[src/core/event_detect_defines.svh]
// offsets, field positions and reset values of the event detector
// assumes inclusion by bare name from every file that needs them
// Contract
// RL1 - select bit zero freefall, one motion
// RL2 - freefall ANDs axis conditions, motion ORs them
// RL3 - axis high above threshold, low otherwise
// RL4 - all axis enables zero disables detection
// RL5 - latch and select bits give four modes
// RL6 - only enabled axes form the event condition
// RL7 - decrement mode clears flag after debounce delay
// RL8 - clear mode drops flag at once, rearms
// RL9 - unlatched freefall read keeps event flag
// RL10 - flags follow live high-g while not frozen
// RL11 - latched flag sets at count, holds till read
// RL12 - latched freefall read clears flag and counter
// RL13 - latched freefall freezes axis flags till read
// RL14 - unlatched motion clears per clear mode
// RL15 - unlatched motion read changes nothing
// RL16 - latched motion read clears source and counter
// RL17 - latched motion holds axis flags till read
// RL18 - disabled axis flags read as zero
// RL19 - counter steps per sample, fires at setting
`ifndef EVENT_DETECT_DEFINES_SVH
`define EVENT_DETECT_DEFINES_SVH

// register indices, byte address is four times the index
`define IDX_CFG        6'h15
`define IDX_SRC        6'h16
`define IDX_THS        6'h17
`define IDX_CNT        6'h18
`define IDX_MODE       6'h19
`define IDX_STATUS     6'h20
`define IDX_MASK       6'h21

// field positions
`define CFG_LO_BIT     3
`define CFG_HI_BIT     7
`define SRC_EA_BIT     7
`define MODE_CLR_BIT   0
`define INT_EVENT_BIT  0

// reset values
`define RST_CFG        5'h00
`define RST_THS        8'h00
`define RST_CNT        8'h00
`define RST_CLR_MODE   1'b1
`define RST_STATUS     1'b0
`define RST_MASK       1'b0

`endif

[src/core/event_detect_pkg.sv]
// types shared by the event detector files
// assumes nothing of its surroundings
package event_detect_pkg;

    typedef logic signed [11:0] accel_type;

    // x in the low bits so the struct indexes as an axis array
    typedef struct packed {
        accel_type z;
        accel_type y;
        accel_type x;
    } sample_type;

    typedef struct packed {
        logic latch;
        logic or_and_combine_select;
        logic z_en;
        logic y_en;
        logic x_en;
    } cfg_type;

endpackage

[src/core/axis_threshold_compare.sv]
// magnitude compare of one axis against the threshold
// assumes a two's complement sample and an enable from config
`timescale 1ns/100ps

module axis_threshold_compare (
    input  wire logic        [7:0]  ths_i,
    input  wire logic signed [11:0] accel_i,
    input  wire logic               enable_i,
    output logic                    high_o,
    output logic                    low_o,
    output logic                    neg_o
);
    logic [11:0] mag;
    logic        over;

    assign mag    = accel_i[11] ? 12'(-accel_i) : 12'(accel_i);
    assign over   = mag[11:4] > ths_i;               // see RL3
    assign high_o = enable_i & over;                 // see RL18
    assign low_o  = enable_i & ~over;
    assign neg_o  = enable_i & over & accel_i[11];

endmodule

[src/core/debounce_counter.sv]
// debounce counter and event flag of the detector
// assumes one sample strobe per output sample
`timescale 1ns/100ps

module debounce_counter (
    input  wire logic       ref_clk_i,
    input  wire logic       rst_i,
    input  wire logic       sample_i,
    input  wire logic       cond_i,
    input  wire logic       latch_i,
    input  wire logic       clear_mode_i,
    input  wire logic       read_clear_i,
    input  wire logic [7:0] setting_i,
    output logic            active_o,
    output logic [7:0]      count_o
);
    logic [8:0] inc;
    logic       hit;

    assign inc = {1'b0, count_o} + 9'h001;
    assign hit = sample_i & cond_i & (inc >= {1'b0, setting_i}); // see RL19

    always_ff @(posedge ref_clk_i or posedge rst_i) begin
        if (rst_i) begin
            count_o <= 8'h00;
        end else if (latch_i && read_clear_i) begin
            count_o <= 8'h00;                        // see RL12, RL16
        end else if (sample_i) begin
            if (cond_i) begin
                if (count_o < setting_i) begin
                    count_o <= inc[7:0];             // see RL19
                end
            end else if (clear_mode_i) begin
                count_o <= 8'h00;                    // see RL8
            end else if (count_o != 8'h00) begin
                count_o <= count_o - 8'h01;          // see RL7
            end
        end
    end

    always_ff @(posedge ref_clk_i or posedge rst_i) begin
        if (rst_i) begin
            active_o <= 1'b0;
        end else if (hit) begin
            active_o <= 1'b1;                        // see RL11
        end else if (latch_i) begin
            if (read_clear_i) begin
                active_o <= 1'b0;                    // see RL12, RL16
            end
        end else if (sample_i && !cond_i) begin
            if (clear_mode_i || count_o <= 8'h01) begin
                active_o <= 1'b0;                    // see RL7, RL14
            end
        end
    end

    dec_hold_a : assert property ( // see RL7
        @(posedge ref_clk_i) disable iff (rst_i)
        (!latch_i && !clear_mode_i && active_o && count_o > 8'h01
         && sample_i && !cond_i) |=> active_o
    ) else $error("decrement mode dropped event too early");

endmodule

[src/core/freefall_motion_event_detector.sv]
// freefall and motion event detector with an apb register slave
// assumes apb and the sample strobe synchronous to ref_clk_i
`timescale 1ns/100ps
`include "event_detect_defines.svh"

module freefall_motion_event_detector (
    input  wire logic                         ref_clk_i,
    input  wire logic                         rst_i,
    input  wire logic                         psel_i,
    input  wire logic                         penable_i,
    input  wire logic                         pwrite_i,
    input  wire logic [7:0]                   paddr_i,
    input  wire logic [31:0]                  pwdata_i,
    input  wire logic                         sample_valid_i,
    input  wire event_detect_pkg::sample_type sample_i,
    output logic                              pready_o,
    output logic [31:0]                       prdata_o,
    output logic                              pslverr_o,
    output logic                              event_active_o,
    output logic                              irq_o
);
    import event_detect_pkg::*;

    cfg_type          cfg_reg;
    logic [7:0]       ths_reg;
    logic [7:0]       cnt_reg;
    logic             clear_mode_reg;
    logic             int_status_reg;
    logic             int_mask_reg;
    logic             ea_prev_reg;
    logic [5:0]       flags_reg;

    logic [2:0][11:0] axes;
    logic [2:0]       axis_en;
    logic [2:0]       high_w;
    logic [2:0]       low_w;
    logic [2:0]       neg_w;
    logic [5:0]       live_flags;
    logic [5:0]       en_mask;
    logic             cond;
    logic             ea_w;
    logic [7:0]       count_w;
    logic             frozen;

    logic             setup;
    logic             access;
    logic             wr;
    logic             src_read;
    logic             mapped;
    logic [31:0]      rd_val;

    // byte address of a register index
    function automatic logic reg_hit(input logic [7:0] addr,
                                     input logic [5:0] idx);
        reg_hit = (addr == {idx, 2'b00});
    endfunction

    // apb phase decode
    assign setup    = psel_i & ~penable_i;
    assign access   = psel_i & penable_i & pready_o;
    assign wr       = access & pwrite_i;
    assign src_read = access & ~pwrite_i & reg_hit(paddr_i, `IDX_SRC);

    // per-axis comparators, x at index zero
    assign axes    = sample_i;
    assign axis_en = {cfg_reg.z_en, cfg_reg.y_en, cfg_reg.x_en};

    genvar i;
    generate
        for (i = 0; i < 3; i++) begin : g_axis
            axis_threshold_compare u_cmp (
                .ths_i    (ths_reg),
                .accel_i  (axes[i]),
                .enable_i (axis_en[i]),
                .high_o   (high_w[i]),
                .low_o    (low_w[i]),
                .neg_o    (neg_w[i])
            );
            assign live_flags[2*i+1] = high_w[i];    // see RL10
            assign live_flags[2*i]   = neg_w[i];
            assign en_mask[2*i+1]    = axis_en[i];   // see RL18
            assign en_mask[2*i]      = axis_en[i];
        end
    endgenerate

    // combined condition over the enabled axes
    always_comb begin
        if (axis_en == 3'b000) begin
            cond = 1'b0;                             // see RL4
        end else if (cfg_reg.or_and_combine_select) begin
            cond = |(high_w & axis_en);              // see RL1, RL2, RL6
        end else begin
            cond = &(low_w | ~axis_en);              // see RL1, RL2, RL6
        end
    end

    // latch and select bits pick one of four modes
    debounce_counter u_debounce (                    // see RL5
        .ref_clk_i    (ref_clk_i),
        .rst_i        (rst_i),
        .sample_i     (sample_valid_i),
        .cond_i       (cond),
        .latch_i      (cfg_reg.latch),
        .clear_mode_i (clear_mode_reg),
        .read_clear_i (src_read),                    // see RL9, RL15
        .setting_i    (cnt_reg),
        .active_o     (ea_w),
        .count_o      (count_w)
    );

    assign event_active_o = ea_w;

    // axis flags freeze only while a latched event is active
    assign frozen = cfg_reg.latch & ea_w;            // see RL13, RL17

    always_ff @(posedge ref_clk_i or posedge rst_i) begin
        if (rst_i) begin
            flags_reg <= 6'h00;
        end else if (!frozen && sample_valid_i) begin
            flags_reg <= live_flags;                 // see RL10
        end else if (cfg_reg.latch && src_read) begin
            flags_reg <= 6'h00;                      // see RL16
        end
    end

    // configuration register
    always_ff @(posedge ref_clk_i or posedge rst_i) begin
        if (rst_i) begin
            cfg_reg <= cfg_type'(`RST_CFG);
        end else if (wr && reg_hit(paddr_i, `IDX_CFG)) begin
            cfg_reg <= cfg_type'(pwdata_i[`CFG_HI_BIT:`CFG_LO_BIT]);
        end
    end

    // threshold and debounce setting
    always_ff @(posedge ref_clk_i or posedge rst_i) begin
        if (rst_i) begin
            ths_reg <= `RST_THS;
        end else if (wr && reg_hit(paddr_i, `IDX_THS)) begin
            ths_reg <= pwdata_i[7:0];
        end
    end

    always_ff @(posedge ref_clk_i or posedge rst_i) begin
        if (rst_i) begin
            cnt_reg <= `RST_CNT;
        end else if (wr && reg_hit(paddr_i, `IDX_CNT)) begin
            cnt_reg <= pwdata_i[7:0];
        end
    end

    // debounce clear mode
    always_ff @(posedge ref_clk_i or posedge rst_i) begin
        if (rst_i) begin
            clear_mode_reg <= `RST_CLR_MODE;
        end else if (wr && reg_hit(paddr_i, `IDX_MODE)) begin
            clear_mode_reg <= pwdata_i[`MODE_CLR_BIT];
        end
    end

    // interrupt: sticky event bit, write one to clear, set wins
    always_ff @(posedge ref_clk_i or posedge rst_i) begin
        if (rst_i) begin
            ea_prev_reg <= 1'b0;
        end else begin
            ea_prev_reg <= ea_w;
        end
    end

    always_ff @(posedge ref_clk_i or posedge rst_i) begin
        if (rst_i) begin
            int_status_reg <= `RST_STATUS;
        end else if (ea_w && !ea_prev_reg) begin
            int_status_reg <= 1'b1;
        end else if (wr && reg_hit(paddr_i, `IDX_STATUS)
                     && pwdata_i[`INT_EVENT_BIT]) begin
            int_status_reg <= 1'b0;
        end
    end

    always_ff @(posedge ref_clk_i or posedge rst_i) begin
        if (rst_i) begin
            int_mask_reg <= `RST_MASK;
        end else if (wr && reg_hit(paddr_i, `IDX_MASK)) begin
            int_mask_reg <= pwdata_i[`INT_EVENT_BIT];
        end
    end

    always_ff @(posedge ref_clk_i or posedge rst_i) begin
        if (rst_i) begin
            irq_o <= 1'b0;
        end else begin
            irq_o <= int_status_reg & int_mask_reg;
        end
    end

    // read mux
    always_comb begin
        rd_val = 32'h0000_0000;
        mapped = 1'b1;
        if (reg_hit(paddr_i, `IDX_CFG)) begin
            rd_val[`CFG_HI_BIT:`CFG_LO_BIT] = cfg_reg;
        end else if (reg_hit(paddr_i, `IDX_SRC)) begin
            rd_val[`SRC_EA_BIT] = ea_w;
            rd_val[5:0] = flags_reg & en_mask;       // see RL18
        end else if (reg_hit(paddr_i, `IDX_THS)) begin
            rd_val[7:0] = ths_reg;
        end else if (reg_hit(paddr_i, `IDX_CNT)) begin
            rd_val[7:0] = cnt_reg;
        end else if (reg_hit(paddr_i, `IDX_MODE)) begin
            rd_val[`MODE_CLR_BIT] = clear_mode_reg;
        end else if (reg_hit(paddr_i, `IDX_STATUS)) begin
            rd_val[`INT_EVENT_BIT] = int_status_reg;
        end else if (reg_hit(paddr_i, `IDX_MASK)) begin
            rd_val[`INT_EVENT_BIT] = int_mask_reg;
        end else begin
            mapped = 1'b0;
        end
    end

    // apb answer: ready in the first access cycle
    always_ff @(posedge ref_clk_i or posedge rst_i) begin
        if (rst_i) begin
            pready_o <= 1'b0;
        end else begin
            pready_o <= setup;
        end
    end

    always_ff @(posedge ref_clk_i or posedge rst_i) begin
        if (rst_i) begin
            prdata_o <= 32'h0000_0000;
        end else if (setup && !pwrite_i) begin
            prdata_o <= rd_val;
        end else begin
            prdata_o <= 32'h0000_0000;
        end
    end

    always_ff @(posedge ref_clk_i or posedge rst_i) begin
        if (rst_i) begin
            pslverr_o <= 1'b0;
        end else begin
            pslverr_o <= setup & ~mapped;
        end
    end

    // checks

    apb_ready_a : assert property (
        @(posedge ref_clk_i) disable iff (rst_i)
        setup |=> pready_o ##1 !pready_o
    ) else $error("apb ready not a single access cycle");

    detect_off_a : assert property ( // see RL4
        @(posedge ref_clk_i) disable iff (rst_i)
        (axis_en == 3'b000) |-> !cond
    ) else $error("condition raised with all axes disabled");

    motion_or_a : assert property ( // see RL2
        @(posedge ref_clk_i) disable iff (rst_i)
        (cfg_reg.or_and_combine_select && (high_w & axis_en) != 3'b000)
        |-> cond
    ) else $error("motion mode missed an enabled high axis");

    freefall_and_a : assert property ( // see RL1
        @(posedge ref_clk_i) disable iff (rst_i)
        (!cfg_reg.or_and_combine_select && cond)
        |-> (high_w & axis_en) == 3'b000
    ) else $error("freefall condition with an axis high");

    count_zero_a : assert property ( // see RL19
        @(posedge ref_clk_i) disable iff (rst_i)
        (cnt_reg == 8'h00 && sample_valid_i && cond) |=> ea_w
    ) else $error("zero debounce did not fire at once");

    latch_hold_a : assert property ( // see RL11
        @(posedge ref_clk_i) disable iff (rst_i)
        (cfg_reg.latch && ea_w && !src_read) |=> ea_w
    ) else $error("latched event flag dropped without read");

    latch_read_a : assert property ( // see RL12
        @(posedge ref_clk_i) disable iff (rst_i)
        (cfg_reg.latch && src_read && !sample_valid_i)
        |=> (!ea_w && count_w == 8'h00)
    ) else $error("latched read did not clear flag and counter");

    flags_frozen_a : assert property ( // see RL13
        @(posedge ref_clk_i) disable iff (rst_i)
        (cfg_reg.latch && ea_w && !src_read) |=> $stable(flags_reg)
    ) else $error("axis flags moved while latched event active");

    unlatched_read_a : assert property ( // see RL15
        @(posedge ref_clk_i) disable iff (rst_i)
        (!cfg_reg.latch && src_read && !sample_valid_i)
        |=> ($stable(ea_w) && $stable(count_w) && $stable(flags_reg))
    ) else $error("unlatched read changed detector state");

    clear_fast_a : assert property ( // see RL8
        @(posedge ref_clk_i) disable iff (rst_i)
        (!cfg_reg.latch && clear_mode_reg && ea_w
         && sample_valid_i && !cond) |=> (!ea_w && count_w == 8'h00)
    ) else $error("clear mode did not drop the event at once");

    live_flags_a : assert property ( // see RL10
        @(posedge ref_clk_i) disable iff (rst_i)
        (!cfg_reg.latch && sample_valid_i)
        |=> (flags_reg == $past(live_flags))
    ) else $error("unlatched axis flags not following samples");

    src_mask_a : assert property ( // see RL18
        @(posedge ref_clk_i) disable iff (rst_i)
        (setup && !pwrite_i && reg_hit(paddr_i, `IDX_SRC)
         && !cfg_reg.z_en) |=> (prdata_o[5:4] == 2'b00)
    ) else $error("disabled axis flags read nonzero");

    irq_path_a : assert property (
        @(posedge ref_clk_i) disable iff (rst_i)
        (ea_w && !ea_prev_reg && int_mask_reg && !psel_i)
        |=> ##1 irq_o
    ) else $error("unmasked event did not raise interrupt");

    int_set_a : assert property (
        @(posedge ref_clk_i) disable iff (rst_i)
        (ea_w && !ea_prev_reg) |=> int_status_reg
    ) else $error("event rise did not set interrupt status");

    ff_read_keep_a : assert property ( // see RL9
        @(posedge ref_clk_i) disable iff (rst_i)
        (!cfg_reg.latch && !cfg_reg.or_and_combine_select && ea_w
         && src_read && !sample_valid_i) |=> ea_w
    ) else $error("unlatched freefall read dropped the event");

    src_clear_a : assert property ( // see RL16
        @(posedge ref_clk_i) disable iff (rst_i)
        (cfg_reg.latch && src_read && !sample_valid_i)
        |=> (flags_reg == 6'h00)
    ) else $error("latched read left axis flags set");

    motion_hold_a : assert property ( // see RL17
        @(posedge ref_clk_i) disable iff (rst_i)
        (cfg_reg.latch && cfg_reg.or_and_combine_select && ea_w
         && !src_read) |=> $stable(flags_reg)
    ) else $error("latched motion axis flags moved");

endmodule

[config.mk]
export PLATFORM = sky130hd
export DESIGN_NAME = freefall_motion_event_detector
export DESIGN_NICKNAME = d
export VERILOG_FILES = /design/src/core/event_detect_pkg.sv /design/src/core/axis_threshold_compare.sv /design/src/core/debounce_counter.sv /design/src/core/freefall_motion_event_detector.sv
export VERILOG_INCLUDE_DIRS = /design/src /design/src/core
export SDC_FILE = /design/constraint.sdc
export NUM_CORES = 1
export LEC_CHECK = 0
export ABC_AREA = 1
export BUFFER_PORTS_ARGS = -buffer_cell sky130_fd_sc_hd__buf_2
export CAP_MARGIN = 30
export CORE_ASPECT_RATIO = 2
export CORE_UTILIZATION = 60
export CTS_CLUSTER_SIZE = 12
export DETAILED_ROUTE_END_ITERATION = 16
export GPL_TIMING_DRIVEN = 0
export PLACE_DENSITY_LB_ADDON = 0.05
export SYNTH_ARGS = -nofsm -noshare
export SYNTH_HDL_FRONTEND = slang
export SYNTH_HIERARCHICAL = 1
export SYNTH_SLANG_ARGS = --single-unit
[constraint.sdc]
create_clock -name ref_clk_i -period 5.5 [get_ports ref_clk_i]
set_input_delay 1.1 -clock ref_clk_i [delete_from_list [all_inputs] [get_ports ref_clk_i]]
set_output_delay 1.1 -clock ref_clk_i [all_outputs]
set_load 0.01 [all_outputs]
==> results of run 1 <==
-- synth_stat cells (2+ instances only) --
library cell	number
a21o_1	4
a21oi_1	23
and2_1	2
buf_2	2
buf_4	28
buf_6	2
dfrtp_1	50
ha_1	44
inv_1	123
inv_2	6
nand2_1	221
nand2_2	8
nand2_4	5
nand3_1	60
nand4_1	17
nand4_4	2
nor2_1	55
nor2_2	7
nor2_4	4
nor3_1	5
nor3_4	3
nor4_1	4
o211ai_1	4
o21a_1	3
o21ai_0	23
o21ai_1	6
o21ai_2	11
o22ai_1	2
or2_2	2
xnor2_1	6
xor2_1	5
-- critical path, stage by stage --
cell and delay [ns]:
buf_2 0.09, nor2_1 0.09, nand2_1 0.10, nor2_2 0.14
nand2_2 0.09, nand2_4 0.10, nand2_1 0.06, nand2_1 0.06
nand2_1 0.05, ha_1 0.28, nand2_1 0.05, nor2_1 0.16
nand2_1 0.07, nand2_1 0.08, nand3_1 0.09, inv_1 0.09
nand2_1 0.06, a31oi_1 0.17, o21ai_0 0.12, inv_1 0.06
buf_2 0.21, inv_2 0.09, a21oi_2 0.35, inv_1 0.14
nor3_1 0.22, nand4_1 0.11, nand2_1 0.09
-- path summary, 6_finish.rpt --
| path | end | slack [ns] | cells after the start |
|---|---|---|---|
| worst max-delay path | u_debounce/count_o[2] | 1.39 | 27 |
| worst max register to register | u_debounce/count_o[2] | 2.36 | 19 |
| worst min-delay path | int_status_reg | 0.44 | 1 |
| min in group asynchronous | u_debounce/count_o[0] | 0.81 | 2 |
| max in group asynchronous | ths_reg[6] | 3.96 | 2 |
| worst min register to register | int_status_reg | 0.44 | 1 |
-- area by class of cell --
| type | instances | area (sq um) |
|---|---|---|
| multi-input cells | 558 | 3080 |
| fillers | 751 | 2270 |
| flip-flops and latches | 51 | 1280 |
| inverters | 130 | 488 |
| repair buffers | 66 | 330 |
| plain buffers | 34 | 267 |
| clock buffers | 5 | 125 |
| well taps | 96 | 120 |
| clock inverters | 3 | 46.3 |
-- power breakdown --
part | switching [mW] | leakage [nW] | internal, mW
clock | 0.150 | 0.0804 | 0.217
combinational | 0.423 | 2.63 | 0.257
sequential | 0.0641 | 0.669 | 0.407
-- metrics by stage --
step / instance area (sq um) / utilization / cells
floorplan: 5110 / - / 773
global placement: 5560 / 0.695 / 935
detailed placement: 5560 / 0.695 / 935
CTS: 5730 / 0.717 / 943
global route: 5730 / 0.717 / 943
finish: 5730 / 0.717 / 943
-- layer usage --
metal,vias to the layer above,GRT usage,routed length [microns]
met5,-,0,0
met4,0,0.188,773
met3,53,0.0313,404
met2,137,0.657,8070
met1,2263,0.267,4430
li1,2528,-,-
-- logic make-up after synthesis --
kind of cell	count (synthesis)	synth area share
XOR/XNOR	11	0.0192
flip-flops	51	0.254
adder cells (fa/ha/maj)	44	0.110
other	1	0.000746
buffers and inverters	164	0.150
AO/OA/AOI/OAI	78	0.0929
AND/OR/NAND/NOR	401	0.373
==> summary.txt, run 1 <==
Outcome
  – Status: finished clean

GRT
  – Antenna violations before repair: 0
  – First-pass GRT wire length: 21,300 microns
  – Grt total ovfl: 0
  – Vias in the first global route: 4,778
  – Largest net degree at the start of global routing: 43
  – GRT Total Usage: 0.322

Layout
  – Diodes inserted: 0
  – Share of layout cells above drive strength 1: 0.191
  – Final net count: 972
  – Commonest non-fill, non-tap cell in the layout: nand2_1
  – Most frequent cells in the layout: nand2_1, inv_1, buf_2, nand3_1, nor2_1
  – Area delta synth->final: 14.1%

Logic synthesis
  – Area contributors post-synth: dfrtp_1, nand2_1, ha_1
  – Post-synth ARST share: 1.00
  – Register area share after synthesis: 0.254
  – Cell taking the most area after synthesis: dfrtp_1
  – Synthesized area: 5030 sq um
  – Yosys reg bits: 51
  – Cells after synthesis: 750
  – Mapped Avg Cell Area: 6.70 sq um
  – Synth unique cells: 44
  – Ys Warns: 6
  – Post-synth EDFFs: 0
  – Synth top area share: 0.249
  – Synth Flop Type: dfrtp_1

Placed design
  – Place WS: 1.11 ns
  – GPL Wtd Cong: 0.905
  – HPWL after DPL: 11,400 microns
  – I/O Buffers: 66

STA
  – Worst-margin pin slew: 0.864 ns
  – Final setup viols: 0
  – Slew HR: 0.423
  – Pins Over Slew Limit: 0
  – Clock skew: 0.0114 ns
  – Final Hold Viols: 0
  – Min Tclk post-route: 4.11 ns
  – Fin crit share: 0.747
  – WHS: 0.436 ns
  – Unrepaired setup endpoints after global routing: no
  – Fmax: 0.243 GHz
  – Worst Setup Slack, final: 1.39 ns
  – TNS Setup: 0 ns

Setup path
  – Crit path kind: in -> reg
  – Crit-path max FO: 7
  – CP arrival: 4.34 ns
  – Crit path capture type: flip-flop
  – R2r startpoint: ths_reg[6]
  – Critical path origin: sample_i[2]
  – Worst Setup Start Kind: input port
  – Worst path required time: 5.73 ns

Floorplan
  – # rows: 46
  – Die ar.: 8770 sq um
  – Die W: 66.7 microns
  – Core footprint: 8000 sq um
  – Die Height: 131 microns
  – Num ports: 118
  – Initial core utilization: 0.628

Clocking
  – CTS Hold Bufs: 0
  – CTS root buf: clkbuf_16
  – Setup bufs post-CTS: 0
  – CTS max path bufs: 2
  – CTS tree: done
  – CTS Sinks: 51
  – Skew-Pair Late Insertion Delay: 0.30 ns
  – Num CTS Buffers: 5
  – Post-CTS Resized: 0
  – H-tree levels: 2
  – Clock slew at reported path FFs: 0.07 ns

Worst hold path
  – Hold_sp: ea_prev_reg
  – Hold Crit Class: reg -> reg

Routing
  – Per-cell routed wire length: 14.5 microns
  – Pre-antenna DRT Iters: 6
  – Final wirelength: 13,700 microns
  – DR iter-0 viols: 223
  – DRC: 0
  – Vias: 4,981
  – Via/cell ratio: 5.28
  – Post-DRT Antenna Nets: 0

Pwr
  – Leak: 3.38 nW
  – Power Total: 1.52 mW
  – Cell Pwr Density: 265 nW/um^2
  – IR drop worst, VDD: 0.260 mV

Job
  – Max-cap violations: 0
No activity file was read; power rests on OpenSTA's default activity.
==> run 2, diff against run 1 <==
--- a/config.mk
+++ b/config.mk
@@ -10,7 +10,7 @@
 export BUFFER_PORTS_ARGS = -buffer_cell sky130_fd_sc_hd__buf_2
 export CAP_MARGIN = 30
 export CORE_ASPECT_RATIO = 2
-export CORE_UTILIZATION = 60
+export CORE_UTILIZATION = 56
 export CTS_CLUSTER_SIZE = 12
 export DETAILED_ROUTE_END_ITERATION = 16
 export GPL_TIMING_DRIVEN = 0
==> constraint.sdc (replaced) <==
create_clock -name ref_clk_i -period 4.2 [get_ports ref_clk_i]
set_input_delay 0.84 -clock ref_clk_i [delete_from_list [all_inputs] [get_ports ref_clk_i]]
set_output_delay 0.84 -clock ref_clk_i [all_outputs]
set_load 0.01 [all_outputs]
==> run 2 against run 1 <==
  * Critical path depth fell by 6
  * Die area grew 7.0%
  * Largest power group unchanged
  * Global-route usage fell by 0.90 points
  * Largest cell class unchanged
  * Critical path type unchanged
  * Total power increased by 30%
  * Hold slack lost 0.0021 ns
  * First-iteration DRC count down 14%
  * Register-to-register slack lost 1.2 ns
  * Final area rose by 0.17%
  * Clock-buffer cell count unchanged
==> summary.txt, run 2 (same netlist as run 1, synthesis figures left out) <==
STA
  – Clock skew: 0.00423 ns (-0.00721 ns)
  – Final Hold Viols: 0 (unchanged)
  – Unrepaired setup endpoints after global routing: no
  – Fin crit share: 0.884
  – Slew HR: 0.408 (-0.0146)
  – Pins Over Slew Limit: 0 (unchanged)
  – Min Tclk post-route: 3.71 ns
  – Final setup viols: 0 (unchanged)
  – Fmax: 0.269 GHz
  – TNS Setup: 0 ns (unchanged)
  – Worst-margin pin slew: 0.886 ns (+0.0219 ns)
  – Worst Setup Slack, final: 0.488 ns (-0.904 ns)

Setup path
  – Slowest CP cell: nor4_1
  – Crit-path max FO: 7 (unchanged)
  – Worst Setup Start Kind: input port
  – CP arrival: 3.95 ns (-0.39 ns)
  – Crit path max-delay family: simple AND/OR/NAND/NOR gates
  – Worst R2R End: u_debounce/count_o[2]
  – Worst path required time: 4.44 ns (-1.29 ns)
  – R2r setup slk: 1.17 ns (-1.19 ns)
  – Crit path capture type: flip-flop
  – Worst Path Buf+Inv: 6 (unchanged)
  – Reg2Reg Depth: 19 (unchanged)
  – Crit-path cells: buf_2 > nor2_1 > nand3_1 > nor4_1 > ha_1 > nand2_1 > nor2_1 > nand4_1 > nand3_1 > inv_1 > nand2_1 > a31oi_1 > o21ai_0 > inv_1 > buf_2 > inv_2 > a21oi_4 > inv_1 > nor3_1 > nand4_1 > nand2_1
  – R2r startpoint: ths_reg[6]
  – CP peak stage delay: 0.36 ns (about the same)
  – Crit path kind: in -> reg

Layout
  – Commonest non-fill, non-tap cell in the layout: nand2_1
  – Final core utilization: 0.664 (-0.0526)
  – Most frequent cells in the layout: nand2_1, inv_1, buf_2, nand3_1, nor2_1
  – Diodes inserted: 0 (unchanged)
  – Final net count: 972 (unchanged)
  – Share of layout cells above drive strength 1: 0.191 (unchanged)
  – Area delta synth->final: 14.3%
  – Finished Cell Area: 5740 sq um (+0.17%)

Pwr
  – IR drop worst, VDD: 0.258 mV (-1.1%)
  – Cell Pwr Density: 344 nW/um^2 (+30%)
  – Leak: 3.38 nW (+0.17%)

Placed design
  – GPL Wtd Cong: 0.972 (+7.4%)
  – HPWL after DPL: 11,600 microns (+1.9%)
  – I/O Buffers: 66 (unchanged)
  – Dpl cell area: 5570 sq um (about the same)
  – Place WS: 0.164 ns (-0.949 ns)

Clocking
  – CTS max path bufs: 2 (unchanged)
  – Skew-Pair Late Insertion Delay: 0.30 ns (about the same)
  – Num CTS Buffers: 5 (unchanged)
  – Clock slew at reported path FFs: 0.07 ns (about the same)
  – H-tree levels: 2 (unchanged)
  – CTS root buf: clkbuf_16
  – CTS tree: done
  – CTS Sinks: 51 (unchanged)

Job
  – Max-cap violations: 0 (unchanged)

Routing
  – Final wirelength: 13,800 microns (+0.66%)
  – Per-cell routed wire length: 14.5 microns (+0.23%)
  – Vias: 4,981 (unchanged)
  – Pre-antenna DRT Iters: 4 (-2)
  – Post-DRT Antenna Nets: 0 (unchanged)
  – DR iter-0 viols: 192 (-14%)
  – Via/cell ratio: 5.26 (-0.42%)
  – DRC: 0 (unchanged)

GRT
  – Grt total ovfl: 0 (unchanged)
  – Vias in the first global route: 4,886 (+2.3%)
  – First-pass GRT wire length: 21,400 microns (+0.42%)
  – Antenna violations before repair: 0 (unchanged)
  – Largest net degree at the start of global routing: 43 (unchanged)
  – GRT Total Usage: 0.313 (-0.00901)

Floorplan
  – # rows: 48 (+4.3%)
  – Die Height: 136 microns (+3.5%)
  – Core footprint: 8650 sq um (+8.1%)
  – Die W: 69.0 microns (+3.4%)
  – Initial core utilization: 0.581 (-0.0471)
  – Die ar.: 9380 sq um (+7.0%)
  – Num ports: 118 (unchanged)

Worst hold path
  – Hold_sp: ea_prev_reg
  – Hold Crit Class: reg -> reg
  – Worst hold path endpoint: int_status_reg
  – Hold Crit Depth: 1 (unchanged)

Outcome
  – Status: finished clean
run 2: changes by cell type in the layout (fill, tap and decap cells not counted):
| cell | previous run | this run |
|---|---|---|
| a21oi_2 | 1 | 0 |
| a21oi_4 | 0 | 1 |
| clkinv_2 | 0 | 1 |
| clkinv_4 | 0 | 1 |
| clkinvlp_4 | 1 | 0 |
| inv_6 | 1 | 0 |
run 2: cell type report:
cell class,count,area (sq um)
multi-input combinational,558,3090
clock buffer,5,125
fill,833,2900
inverter,130,488
clock inverter,3,43.8
tap,100,125
buffer,34,267
timing repair buffer,66,330
sequential,51,1280
run 2: how the worst max path moves through the flow:
stage               slack, ns                    end  depth (start not counted)    startpoint
floorplan                0.80  u_debounce/count_o[2]                         28   sample_i[2]
global placement         0.19  u_debounce/count_o[2]                         27   sample_i[2]
detailed placement       0.16  u_debounce/count_o[2]                         29  sample_i[27]
CTS                      0.45  u_debounce/count_o[2]                         29  sample_i[27]
global route             0.06  u_debounce/count_o[2]                         29  sample_i[27]
finish                   0.49  u_debounce/count_o[2]                         21  sample_i[19]
run 2: power breakdown:
| group | total [mW] | internal [mW] | switching (mW) |
|---|---|---|---|
| sequential | 0.620 | 0.532 | 0.0879 |
| combinational | 0.885 | 0.336 | 0.549 |
| clock | 0.472 | 0.281 | 0.191 |
| total | 1.98 | 1.15 | 0.828 |
run 2: routing by layer:
layer,global-route usage,share of wire
met5,0,0
met1,0.253,0.31
met2,0.626,0.60
met4,0.222,0.067
met3,0.0310,0.022
run 2: worst register-to-register path, delay by kind of cell (launching register included):
| family | cells | cell delay (ns) |
|---|---|---|
| AOI/OAI and AO/OA | 4 | 0.61 |
| adders and majority gates | 1 | 0.28 |
| and+or+nand+nor | 8 | 0.84 |
| buffers and inverters | 6 | 0.70 |
| DFF | 1 | 0.54 |
run 2: metrics by stage:
step                      power [mW]  std cells  hold slack (ns)
after floorplan                 1.25        773            0.400
after global placement          1.46        939            0.416
after detailed placement        1.50        939            0.426
after CTS                       1.97        947            0.435
after global routing            2.12        947            0.437
final                           1.98        947            0.434
run 2: timing repair:
item                       4_1_cts  5_1_grt
setup endpoints to repair        0        1
setup buffers                    0        0
hold buffers                     0        0
gates resized for setup          0        1
==> run 3, diff against run 2 <==
--- a/config.mk
+++ b/config.mk
@@ -10,10 +10,12 @@
 export BUFFER_PORTS_ARGS = -buffer_cell sky130_fd_sc_hd__buf_2
 export CAP_MARGIN = 30
 export CORE_ASPECT_RATIO = 2
-export CORE_UTILIZATION = 56
+export CORE_UTILIZATION = 57
+export CTS_BUF_LIST = sky130_fd_sc_hd__clkbuf_4 sky130_fd_sc_hd__clkbuf_8
 export CTS_CLUSTER_SIZE = 12
 export DETAILED_ROUTE_END_ITERATION = 16
 export GPL_TIMING_DRIVEN = 0
+export HOLD_SLACK_MARGIN = 0.05
 export PLACE_DENSITY_LB_ADDON = 0.05
 export SYNTH_ARGS = -nofsm -noshare
 export SYNTH_HDL_FRONTEND = slang
==> run 3 against run 2 <==
  * Utilization down 0.40 points
  * Critical path depth up 5
  * Critical endpoint unchanged
  * Setup slack worse by 0.054 ns
  * Largest cell class unchanged
  * Largest power group unchanged
  * First-iteration DRC count down 5.7%
  * Combinational power up 0.6%
  * Final cell count unchanged
==> summary.txt, run 3 (same netlist as run 1, synthesis figures left out) <==
STA
  – Fmax: 0.266 GHz (-1.4%)
  – TNS Setup: 0 ns (unchanged)
  – Worst-margin pin slew: 0.879 ns (-0.00732 ns)
  – Final Hold Viols: 0 (unchanged)
  – WHS: 0.446 ns (+0.0122 ns)
  – Fin crit share: 0.897 (+0.0129)
  – Unrepaired setup endpoints after global routing: no
  – Slew HR: 0.413 (+0.00489)
  – Clock skew: 0.0127 ns (+0.00851 ns)
  – Worst Setup Slack, final: 0.434 ns (-0.0543 ns)
  – Min Tclk post-route: 3.77 ns (+0.0543 ns)
  – Pins Over Slew Limit: 0 (unchanged)
  – Final setup viols: 0 (unchanged)

Routing
  – Post-DRT Antenna Nets: 0 (unchanged)
  – Via/cell ratio: 5.30 (+0.74%)
  – Vias: 5,018 (+0.74%)
  – DRC: 0 (unchanged)
  – DR iter-0 viols: 181 (-5.7%)
  – Per-cell routed wire length: 14.5 microns (-0.25%)
  – Pre-antenna DRT Iters: 5 (+1)
  – Final wirelength: 13,700 microns (-0.25%)

Setup path
  – Reg2Reg Depth: 19 (unchanged)
  – Worst path required time: 4.47 ns (+0.03 ns)
  – Worst Setup Start Kind: input port
  – Crit path kind: in -> reg
  – Crit-path max FO: 9 (+2)
  – Crit path capture type: flip-flop
  – CP arrival: 4.04 ns (+0.09 ns)

Pwr
  – Combinational power share: 0.487 (+0.039)
  – Cell Pwr Density: 322 nW/um^2 (-6.4%)
  – P_sw: 0.836 mW (+1.0%)
  – Sequential share of power: 0.338 (+0.024)
  – Leak: 3.35 nW (-1.0%)
  – Sw Share: 0.457 (+0.0388)
  – Int Pwr: 0.992 mW (-14%)
  – Clock power share: 0.175 (-0.064)
  – IR drop worst, VDD: 0.330 mV (+28%)

Clocking
  – H-tree levels: 2 (unchanged)
  – Post-CTS Resized: 0 (unchanged)
  – Num CTS Buffers: 5 (unchanged)
  – CTS Hold Bufs: 0 (unchanged)
  – Skew-Pair Late Insertion Delay: 0.33 ns (+0.03 ns)
  – CTS max path bufs: 2 (unchanged)
  – CTS Sinks: 51 (unchanged)
  – Clock slew at reported path FFs: 0.10 ns (+0.03 ns)
  – Setup bufs post-CTS: 0 (unchanged)
  – CTS root buf: clkbuf_8
  – CTS tree: done

Floorplan
  – # rows: 48 (unchanged)
  – Die ar.: 9220 sq um (-1.7%)
  – Initial core utilization: 0.585 (+0.00406)
  – Core footprint: 8590 sq um (-0.69%)
  – Die Height: 135 microns (-0.87%)
  – Num ports: 118 (unchanged)
  – Die W: 68.4 microns (-0.86%)

Layout
  – Final net count: 972 (unchanged)
  – Share of layout cells above drive strength 1: 0.191 (unchanged)
  – Diodes inserted: 0 (unchanged)
  – Most frequent cells in the layout: nand2_1, inv_1, buf_2, nand3_1, nor2_1
  – Commonest non-fill, non-tap cell in the layout: nand2_1
  – Area delta synth->final: 12.8%
  – Finished Cell Area: 5670 sq um (-1.3%)
  – Final core utilization: 0.660 (-0.00395)

GRT
  – First-pass GRT wire length: 21,200 microns (-1.0%)
  – Grt total ovfl: 0 (unchanged)
  – Largest net degree at the start of global routing: 43 (unchanged)
  – Vias in the first global route: 4,783 (-2.1%)
  – Antenna violations before repair: 0 (unchanged)
  – GRT Total Usage: 0.315 (+0.00156)

Placed design
  – Dpl cell area: 5570 sq um (unchanged)
  – Place WS: 0.0620 ns (-0.102 ns)
  – I/O Buffers: 66 (unchanged)
  – GPL Wtd Cong: 0.951 (-2.2%)
  – HPWL after DPL: 11,700 microns (+0.59%)

Outcome
  – Status: finished clean

Worst hold path
  – Hold Crit Class: reg -> reg
  – Hold Crit Depth: 1 (unchanged)

Job
  – Max-cap violations: 0 (unchanged)
-- run 3: stage by stage --
stage                     std cells  power (mW)
after global routing            947        1.96
after global placement          939        1.47
final                           947        1.83
after CTS                       947        1.82
after detailed placement        939        1.51
after floorplan                 773        1.25
-- run 3: path summary, 6_finish.rpt --
check	from	endpoint	slack [ns]
max in group asynchronous	rst_i	cfg_reg[3]	2.95
max reg2reg	ths_reg[6]	u_debounce/count_o[2]	1.10
min	ea_prev_reg	int_status_reg	0.45
max	sample_i[26]	u_debounce/count_o[2]	0.43
min in group asynchronous	rst_i	u_debounce/active_o	0.50
min reg2reg	ea_prev_reg	int_status_reg	0.45
-- run 3: area by class of cell --
cell class	instances	area (sq um)
flip-flops and latches	51	1280
plain buffers	34	267
fillers	827	2920
multi-input cells	558	3090
repair buffers	66	330
well taps	100	125
clock buffers	5	68.8
clock inverters	3	26.3
inverters	130	488
-- run 3: critical path, stage by stage --
cell,delay (ns)
buf_2,0.10
nor2_1,0.09
nand2_1,0.10
nor2_2,0.10
nand2_2,0.07
nand2_4,0.11
nand2_1,0.06
nand2_1,0.05
nand2_1,0.05
ha_1,0.29
a21oi_1,0.23
nand2_1,0.08
nand2_1,0.06
nand2_1,0.06
a21oi_1,0.23
inv_1,0.07
a21oi_1,0.14
o21ai_0,0.10
inv_1,0.06
buf_2,0.22
inv_2,0.11
a21oi_4,0.27
inv_1,0.11
nor3_1,0.23
nand4_1,0.11
nand2_1,0.09
-- run 3: layer usage --
layer / global-route usage / vias to the layer above / wire [microns]
li1: - / 2531 / -
met1: 0.246 / 2274 / 4210
met2: 0.641 / 157 / 8200
met3: 0.0313 / 56 / 421
met4: 0.215 / 0 / 915
met5: 0 / - / 0
-- run 3: power by group through the flow --
stage / combinational [mW] / clock (mW) / sequential, mW
2_1_floorplan: 0.646 / 0 / 0.599
3_3_place_gp: 0.843 / 0 / 0.626
3_5_place_dp: 0.878 / 0 / 0.628
4_1_cts: 0.882 / 0.320 / 0.618
5_1_grt: 0.999 / 0.340 / 0.625
6_report: 0.890 / 0.321 / 0.617
